## config.mk

```make
export PLATFORM = sky130hd
export DESIGN_NAME = pwmoc_top
export DESIGN_NICKNAME = d
export VERILOG_FILES = /design/src/pwmoc_top.v
export VERILOG_INCLUDE_DIRS = /design/src
export SDC_FILE = /design/constraint.sdc
export NUM_CORES = 1
export LEC_CHECK = 0
export BUFFER_PORTS_ARGS = -buffer_cell sky130_fd_sc_hd__clkbuf_2
export CAP_MARGIN = 20
export CORE_UTILIZATION = 40
export DETAILED_ROUTE_END_ITERATION = 8
export HOLD_SLACK_MARGIN = 0.08
export PLACE_DENSITY = 0.68
export SLEW_MARGIN = 30
export SYNTH_ARGS = -nofsm -noshare
export SYNTH_HDL_FRONTEND = slang
export SYNTH_SLANG_ARGS = --single-unit
```

## constraint.sdc

```tcl
create_clock -name CLK_SYS -period 5.6 [get_ports CLK_SYS]
set_clock_uncertainty 0.1 [all_clocks]
set_input_delay 0.56 -clock CLK_SYS [delete_from_list [all_inputs] [get_ports CLK_SYS]]
set_output_delay 0.56 -clock CLK_SYS [all_outputs]
set_load 0.05 [all_outputs]
```

## src/pwmoc_consts.vh

```
// Register offsets, field positions and codes of the PWM output-control slice
`ifndef PWMOC_CONSTS_VH
`define PWMOC_CONSTS_VH

// Register byte offsets
`define PWMOC_OFS_STATUS 5'h00
`define PWMOC_OFS_IOCONL 5'h04
`define PWMOC_OFS_IOCONH 5'h08
`define PWMOC_OFS_SNAP 5'h0C
`define PWMOC_OFS_CTRL 5'h10

// Status field positions
`define PWMOC_ST_SNAP 5
`define PWMOC_ST_PEND 4
`define PWMOC_ST_REQ 3
`define PWMOC_ST_PHASE 2
`define PWMOC_ST_HALF 1
`define PWMOC_ST_ACTIVE 0

// Output-control-low field positions
`define PWMOC_L_CLMODE 15
`define PWMOC_L_SWAP 14
`define PWMOC_L_FENH 13
`define PWMOC_L_FENL 12
`define PWMOC_L_FDAT_HI 11
`define PWMOC_L_FDAT_LO 10
`define PWMOC_L_FSYNC_HI 9
`define PWMOC_L_FSYNC_LO 8

// Output-control-high field positions
`define PWMOC_H_SRC_HI 14
`define PWMOC_H_SRC_LO 12
`define PWMOC_H_DTC 8
`define PWMOC_H_MODE_HI 5
`define PWMOC_H_MODE_LO 4
`define PWMOC_H_OWNH 3
`define PWMOC_H_OWNL 2
`define PWMOC_H_INVH 1
`define PWMOC_H_INVL 0

// Writable masks and reset values
`define PWMOC_IOCONH_MASK 16'h713F
`define PWMOC_IOCONL_RST 16'h0000
`define PWMOC_IOCONH_RST 16'h0000
`define PWMOC_MODE_RST 3'h0

// Force timing codes
`define PWMOC_FS_SOC 2'h0
`define PWMOC_FS_NOW 2'h1
`define PWMOC_FS_XFER 2'h2

// Pair output modes
`define PWMOC_PM_COMP 2'h0
`define PWMOC_PM_INDEP 2'h1
`define PWMOC_PM_PUSH 2'h2

// Snapshot sources
`define PWMOC_SS_SW 3'h0
`define PWMOC_SS_SYNC 3'h1
`define PWMOC_SS_FF 3'h2
`define PWMOC_SS_LIM 3'h3
`define PWMOC_SS_FAULT 3'h4

// Buffer transfer modes
`define PWMOC_BT_SOC 3'h0
`define PWMOC_BT_NOW 3'h1
`define PWMOC_BT_HSOC 3'h2
`define PWMOC_BT_HNOW 3'h3

`endif

```

## src/pwmoc_top.v

```verilog
// PWM generator output control, status and time base snapshot with Avalon-MM slave
//
// The implementer's own choices: the register addresses and register access over Avalon-MM.
`include "pwmoc_consts.vh"

module pwmoc_top (
	input wire CLK_SYS,
	input wire ARST_N,
	input wire [4:0] AVS_ADDRESS,
	input wire AVS_READ,
	input wire AVS_WRITE,
	input wire [31:0] AVS_WRITEDATA,
	input wire [3:0] AVS_BYTEENABLE,
	output reg [31:0] AVS_READDATA,
	output reg AVS_WAITREQUEST,
	input wire [15:0] TB_COUNT,
	input wire GEN_H,
	input wire GEN_L,
	input wire SOC,
	input wire CYCLE_RUN,
	input wire PP_PHASE,
	input wire CA_HALF,
	input wire HOST_UPD,
	input wire FAULT_ACT,
	input wire LIMIT_ACT,
	input wire FF_ACT,
	input wire SYNC_ACT,
	input wire DBG_HALT,
	output reg HIGH_SIDE_OUTPUT_O,
	output reg HIGH_SIDE_OUTPUT_OE,
	output reg LOW_SIDE_OUTPUT_O,
	output reg LOW_SIDE_OUTPUT_OE,
	output reg DTC_CTRL,
	output reg BUF_XFER,
	output reg DATA_WR_LOCK
);

	// ==========================================================
	// Declarations
	reg wait_q;
	reg [15:0] ioconl_q;
	reg [15:0] ioconh_q;
	reg [2:0] xfer_mode_q;
	reg [15:0] snap_q;
	reg snap_flag_q;
	reg pend_q;
	reg [3:0] force_act_q;
	reg [3:0] act_prev_q;
	reg [31:0] rdata_d;
	reg pend_d;
	reg xfer_now;
	reg src_edge;
	reg [1:0] pair;
	reg [1:0] pins;
	reg [1:0] ftime;
	reg [1:0] pmode;
	reg [2:0] ssrc;
	reg force_load;
	wire wr_en;
	wire lo_be;
	wire hi_be;
	wire [3:0] act_now;
	wire [3:0] act_rise;
	wire sw_snap;
	wire snap_take;
	wire snap_clr;
	wire req_set;
	wire [15:0] wmask;
	wire [15:0] wdat;

	// ==========================================================
	// Avalon-MM slave: one wait cycle, then answer
	assign wr_en = AVS_WRITE & ~wait_q;
	assign lo_be = AVS_BYTEENABLE[0];
	assign hi_be = AVS_BYTEENABLE[1];
	assign wmask = {{8{hi_be}}, {8{lo_be}}};
	assign wdat = AVS_WRITEDATA[15:0] & wmask;

	// Wait request drops one cycle after the request rises
	always @(posedge CLK_SYS or negedge ARST_N) begin
		if (!ARST_N) begin
			wait_q <= 1'b1;
			AVS_WAITREQUEST <= 1'b1;
		end else begin
			wait_q <= ~((AVS_READ | AVS_WRITE) & wait_q);
			AVS_WAITREQUEST <= ~((AVS_READ | AVS_WRITE) & wait_q);
		end
	end

	// Read mux; unmapped offsets read zero
	always @* begin
		rdata_d = 32'h00000000;
		case (AVS_ADDRESS)
			`PWMOC_OFS_STATUS: begin
				rdata_d[11:8] = {SYNC_ACT, FAULT_ACT, LIMIT_ACT, FF_ACT};
				rdata_d[`PWMOC_ST_SNAP] = snap_flag_q;
				rdata_d[`PWMOC_ST_PEND] = pend_q;
				rdata_d[`PWMOC_ST_REQ] = 1'b0;
				rdata_d[`PWMOC_ST_PHASE] = (pmode == `PWMOC_PM_PUSH) & PP_PHASE;
				rdata_d[`PWMOC_ST_HALF] = CA_HALF;
				rdata_d[`PWMOC_ST_ACTIVE] = CYCLE_RUN;
			end
			`PWMOC_OFS_IOCONL: begin
				rdata_d[15:0] = ioconl_q;
			end
			`PWMOC_OFS_IOCONH: begin
				rdata_d[15:0] = ioconh_q;
			end
			`PWMOC_OFS_SNAP: begin
				rdata_d[15:0] = snap_q;
			end
			`PWMOC_OFS_CTRL: begin
				rdata_d[2:0] = xfer_mode_q;
			end
			default: begin
				rdata_d = 32'h00000000;
			end
		endcase
	end

	// Read data loaded as wait request drops
	always @(posedge CLK_SYS or negedge ARST_N) begin
		if (!ARST_N) begin
			AVS_READDATA <= 32'h00000000;
		end else if ((AVS_READ | AVS_WRITE) & wait_q) begin
			AVS_READDATA <= AVS_READ ? rdata_d : 32'h00000000;
		end
	end

	// ==========================================================
	// Control registers
	always @(posedge CLK_SYS or negedge ARST_N) begin
		if (!ARST_N) begin
			ioconl_q <= `PWMOC_IOCONL_RST;
			ioconh_q <= `PWMOC_IOCONH_RST;
			xfer_mode_q <= `PWMOC_MODE_RST;
		end else if (wr_en) begin
			case (AVS_ADDRESS)
				`PWMOC_OFS_IOCONL: begin
					ioconl_q <= (ioconl_q & ~wmask) | wdat;
				end
				`PWMOC_OFS_IOCONH: begin
					ioconh_q <= (ioconh_q & ~wmask) | (wdat & `PWMOC_IOCONH_MASK);
				end
				`PWMOC_OFS_CTRL: begin
					if (lo_be) begin
						xfer_mode_q <= AVS_WRITEDATA[2:0];
					end
				end
				default: begin
					xfer_mode_q <= xfer_mode_q;
				end
			endcase
		end
	end

	// ==========================================================
	// Buffer transfer request and pending flag
	assign req_set = wr_en & lo_be & (AVS_ADDRESS == `PWMOC_OFS_STATUS) &
		AVS_WRITEDATA[`PWMOC_ST_REQ];

	// Transfer moment per mode; host modes also wait for HOST_UPD before the transfer
	always @* begin
		xfer_now = 1'b0;
		pend_d = pend_q;
		case (xfer_mode_q)
			`PWMOC_BT_SOC: begin
				xfer_now = pend_q & SOC;
			end
			`PWMOC_BT_NOW: begin
				xfer_now = pend_q;
			end
			`PWMOC_BT_HSOC: begin
				xfer_now = pend_q & HOST_UPD & SOC;
			end
			`PWMOC_BT_HNOW: begin
				xfer_now = pend_q & HOST_UPD;
			end
			default: begin
				xfer_now = pend_q & SOC;
			end
		endcase
		if (xfer_now) begin
			pend_d = 1'b0;
		end
		if (req_set) begin
			pend_d = 1'b1;
		end
	end

	// Pending register and data lock
	always @(posedge CLK_SYS or negedge ARST_N) begin
		if (!ARST_N) begin
			pend_q <= 1'b0;
			BUF_XFER <= 1'b0;
			DATA_WR_LOCK <= 1'b0;
		end else begin
			pend_q <= pend_d;
			BUF_XFER <= xfer_now;
			DATA_WR_LOCK <= pend_d;
		end
	end

	// ==========================================================
	// Time base snapshot
	assign act_now = {FAULT_ACT, LIMIT_ACT, FF_ACT, SYNC_ACT};
	assign act_rise = act_now & ~act_prev_q;
	assign sw_snap = wr_en & lo_be & (AVS_ADDRESS == `PWMOC_OFS_SNAP) & AVS_WRITEDATA[0];
	assign snap_clr = wr_en & lo_be & (AVS_ADDRESS == `PWMOC_OFS_STATUS) &
		AVS_WRITEDATA[`PWMOC_ST_SNAP];
	assign snap_take = (sw_snap | src_edge) & (~snap_flag_q | snap_clr);

	// Selected hardware source edge
	always @* begin
		ssrc = ioconh_q[`PWMOC_H_SRC_HI:`PWMOC_H_SRC_LO];
		case (ssrc)
			`PWMOC_SS_SYNC: begin
				src_edge = act_rise[0];
			end
			`PWMOC_SS_FF: begin
				src_edge = act_rise[1];
			end
			`PWMOC_SS_LIM: begin
				src_edge = act_rise[2];
			end
			`PWMOC_SS_FAULT: begin
				src_edge = act_rise[3];
			end
			default: begin
				src_edge = 1'b0;
			end
		endcase
	end

	// Snapshot value and flag; a new snapshot beats the clear
	always @(posedge CLK_SYS or negedge ARST_N) begin
		if (!ARST_N) begin
			act_prev_q <= 4'h0;
			snap_q <= 16'h0000;
			snap_flag_q <= 1'b0;
		end else begin
			act_prev_q <= act_now;
			if (snap_take) begin
				snap_q <= TB_COUNT;
				snap_flag_q <= 1'b1;
			end else if (snap_clr) begin
				snap_flag_q <= 1'b0;
			end
		end
	end

	// ==========================================================
	// Force (override) field takes effect per timing select
	always @* begin
		ftime = ioconl_q[`PWMOC_L_FSYNC_HI:`PWMOC_L_FSYNC_LO];
		case (ftime)
			`PWMOC_FS_NOW: begin
				force_load = 1'b1;
			end
			`PWMOC_FS_XFER: begin
				force_load = xfer_now;
			end
			default: begin
				force_load = SOC;
			end
		endcase
	end

	// Active force bits: {high enable, low enable, high level, low level}
	always @(posedge CLK_SYS or negedge ARST_N) begin
		if (!ARST_N) begin
			force_act_q <= 4'h0;
		end else if (force_load) begin
			force_act_q <= ioconl_q[`PWMOC_L_FENH:`PWMOC_L_FDAT_LO];
		end
	end

	// ==========================================================
	// Output path: mode, swap, priority, polarity, ownership
	always @* begin
		pmode = ioconh_q[`PWMOC_H_MODE_HI:`PWMOC_H_MODE_LO];
		case (pmode)
			`PWMOC_PM_INDEP: begin
				pair = {GEN_H, GEN_L};
			end
			`PWMOC_PM_PUSH: begin
				pair = {GEN_H & ~PP_PHASE, GEN_H & PP_PHASE};
			end
			default: begin
				pair = {GEN_H, ~GEN_H};
			end
		endcase
		if (ioconl_q[`PWMOC_L_SWAP]) begin
			pair = {pair[0], pair[1]};
		end
		pins = pair;
		if (force_act_q[3]) begin
			pins[1] = force_act_q[1];
		end
		if (force_act_q[2]) begin
			pins[0] = force_act_q[0];
		end
		// Highest priority last so it wins
		if (FF_ACT) begin
			pins = ioconl_q[3:2];
		end
		if (LIMIT_ACT) begin
			pins = ioconl_q[`PWMOC_L_CLMODE] ? ~pair : ioconl_q[5:4];
		end
		if (FAULT_ACT) begin
			pins = ioconl_q[7:6];
		end
		if (DBG_HALT) begin
			pins = ioconl_q[1:0];
		end
	end

	// Registered pins; a released pin drives low with enable off
	always @(posedge CLK_SYS or negedge ARST_N) begin
		if (!ARST_N) begin
			HIGH_SIDE_OUTPUT_O <= 1'b0;
			HIGH_SIDE_OUTPUT_OE <= 1'b0;
			LOW_SIDE_OUTPUT_O <= 1'b0;
			LOW_SIDE_OUTPUT_OE <= 1'b0;
			DTC_CTRL <= 1'b0;
		end else begin
			HIGH_SIDE_OUTPUT_OE <= ioconh_q[`PWMOC_H_OWNH];
			LOW_SIDE_OUTPUT_OE <= ioconh_q[`PWMOC_H_OWNL];
			HIGH_SIDE_OUTPUT_O <= ioconh_q[`PWMOC_H_OWNH] &
				(pins[1] ^ ioconh_q[`PWMOC_H_INVH]);
			LOW_SIDE_OUTPUT_O <= ioconh_q[`PWMOC_H_OWNL] &
				(pins[0] ^ ioconh_q[`PWMOC_H_INVL]);
			DTC_CTRL <= ioconh_q[`PWMOC_H_DTC] ? FF_ACT : SYNC_ACT;
		end
	end

endmodule

```

==> run_results.csv <==
group,metric,value,unit
pwr,p_leak,2.31,nW
worst_setup_path,cpLargestDelayFamily,"compound AO/OA/AOI/OAI gates",
yosys,synth_area,3980,um2
worst_setup_path,cp-start-kind,"flip-flop",
route,via_per_inst,5.29,
timing,period_needed,2.37,ns
clock_network,cts.clk_slew.worst_paths,0.08,ns
floorplanning,die_y,102,um
route,postRouteAntennaNets,0,
worst_setup_path,ff2ff_path_depth,5,
global_route,antenna_found_initial,0,
timing,finalWorstSetupSlack,3.23,ns
worst_setup_path,end_kind,"flip-flop",
timing,clock.fmax,0.422,GHz
placed_design,gp_congestion,0.870,
placed_design,postPlaceCellArea,4460,um2
min_path,hp-class,"in2async",
clock_network,post_cts_resized,0,
placed_design,io_buffers,78,
clock_network,cts_tree,"yes",
global_route,grt_pass1_wl,15.0,mm
floorplanning,io_pins,113,
timing,slew_headroom,39.6,%
worst_setup_path,crit_type,"reg2reg",
pwr,power,1.50,mW
clock_network,clkSinkCount,84,
global_route,grt_pass1_vias,2800,
yosys,syn-mean-instance-area,12.3,um2
worst_setup_path,crit_chain,"nand2b_1 -> a221oi_1 -> a21oi_1 -> o21ai_1 -> mux2_2",
timing,fin_hold_ws,0.151,ns
yosys,yosysSeqAreaShare,52.8,%
clock_network,root_buffer,"clkbuf_8",
route,drt_first_pass_iters,4,
timing,slew_viol_final,0,
yosys,syn_inst,324,
clock_network,clk_latency,0.36,ns
final_layout,drive_above_1_share,40.4,%
clock_network,cts_made_buffers,9,
final_layout,syn_to_final_growth,17.8,%
yosys,async_flop_share,100,%
floorplanning,start_util,40.9,%
floorplanning,coreArea,9730,um2
worst_setup_path,critPathMaxStageDelay,0.64,ns
final_layout,fillers,932,
worst_setup_path,worstReg2RegEnd,"force_act_q[3]$_DFFE_PN0P_",
global_route,gr-total-overflow,0,
run,drv_cap,0,
floorplanning,dieArea,10400,um2
yosys,yosysWarnings,0,
route,drtIter0Drc,149,
yosys,yosys.cell_types.count,49,
timing,rsz0062_at_grt,"no",
final_layout,final_util,48.2,%
clock_network,post_cts_buffers,0,
placed_design,dp_hpwl,6.97,mm
worst_setup_path,crit_fanout,4,
clock_network,ctsHoldBuffers,0,
route,drt-total-wl,9.65,mm
clock_network,htreeDepth,3,
worst_setup_path,cp.arrival,2.51,ns
worst_setup_path,rrSetupSlack,3.23,ns
floorplanning,die_x,102,um
pwr,irDropWorstVdd,136,uV
timing,tightest_slew,0.903,ns
yosys,synth_flop_cell,"dfrtp_1",
timing,finalCritPeriodShare,42.3,%
final_layout,antenna_cells,0,
final_layout,nNetsFinal,483,
floorplanning,row_count,36,
final_layout,stdcell_area,4690,um2
timing,setup_viol,0,
yosys,synth_edf_count,0,
final_layout,fin_cells,544,
placed_design,dp.cells,528,
run_status,status,"finished, final reports clean",
global_route,grt_max_degree,85,
route,wl_per_cell,17.7,um
timing,hold_viol_final,0,
worst_setup_path,slowest_stage,"a221oi_1",
worst_setup_path,worstReg2RegStart,"xfer_mode_q[2]$_DFFE_PN0P_",
worst_setup_path,path_buf_inv,0,
pwr,power_density,320,nW/um2
timing,finalSetupTns,0,ns
worst_setup_path,crit_required,5.75,ns
route,vias,2876,
clock_network,clk_path_buf_depth,2,
placed_design,pre_cts_ws,2.82,ns
yosys,synth-seq-cells,84,
route,drc,0,
global_route,track_usage,20.1,%
worst max path at each step:
| stage | start | to | slack, ns | cells after the start |
|---|---|---|---|---|
| final | xfer_mode_q[2]$_DFFE_PN0P_ | force_act_q[3]$_DFFE_PN0P_ | 3.23 | 5 |
| after CTS | wait_q$_DFF_PN1_ | snap_q[13]$_DFFE_PN0P_ | 3.20 | 5 |
| after global routing | xfer_mode_q[2]$_DFFE_PN0P_ | force_act_q[3]$_DFFE_PN0P_ | 3.13 | 5 |
| after global placement | AVS_ADDRESS[2] | snap_q[15]$_DFFE_PN0P_ | 2.65 | 5 |
| after floorplan | wait_q$_DFF_PN1_ | snap_q[10]$_DFFE_PN0P_ | 3.34 | 5 |
| after detailed placement | AVS_ADDRESS[2] | snap_q[6]$_DFFE_PN0P_ | 2.82 | 6 |
synth_stat cells (all sizes together), types with 7 or more instances:
cell   count  share of area (%)
a22oi      7                1.3
a22o       9                2.0
o21ai     19                2.4
buf       22                3.9
nand2     23                2.2
nor2       8               0.75
dfrtp     83                 52
nor2b     13                2.0
a21oi      7               0.88
inv       15                1.4
mux2      55                 16
cell families (layout without fill, tap and decap cells):
| family | after synthesis | after routing | share of synthesized area [%] |
|---|---|---|---|
| compound gates | 65 | 65 | 11.8 |
| flops | 84 | 84 | 52.8 |
| buf+inv | 40 | 112 | 5.59 |
| other cells | 1 | 16 | 0.0942 |
| mux | 61 | 61 | 19.0 |
| simple gates | 69 | 69 | 9.43 |
| fa+ha+maj | 4 | 4 | 1.26 |
cell usage in the layout (no fill, tap or decap), types with 3 or more instances in the layout:
cell and count:
nand2_1 23, nor2b_1 13, ha_1 4, clkbuf_2 77, a21oi_1 7, conb_1 16
o21ai_0 17, mux4_2 6, dfrtp_1 83, nor3_1 3, clkbuf_8 10, and3_1 3
a22oi_1 7, nand3_1 4, inv_1 15, nor2_1 8, mux2_2 55, a22o_1 9
a222oi_1 3
layer usage:
metal  share of wire [%]  routed length (um)  track usage [%]  vias up
met5                   0                   0                0        -
met1                  44                4200             26.3     1452
met4                 1.6                 152             8.92        0
met2                  49                4760             33.1      100
met3                 5.5                 533             3.04       13
li1                    -                   -                -     1311
where the power goes:
part | leakage [nW] | internal (mW) | switching (mW) | total [mW]
clock network | 0.116 | 0.263 | 0.224 | 0.487
logic | 1.09 | 0.122 | 0.150 | 0.271
registers | 1.10 | 0.687 | 0.0538 | 0.740
final cells by class:
| class | count | area [um2] | area share (%) |
|---|---|---|---|
| Sequential cell | 84 | 2100 | 44.9 |
| Multi-Input combinational cell | 215 | 1710 | 36.5 |
| Timing Repair Buffer | 81 | 427 | 9.10 |
| Tap cell | 133 | 166 | 3.55 |
| Clock buffer | 10 | 138 | 2.93 |
| Clock inverter | 6 | 87.6 | 1.87 |
| Inverter | 15 | 56.3 | 1.20 |
(Power assumes the default switching activity.)
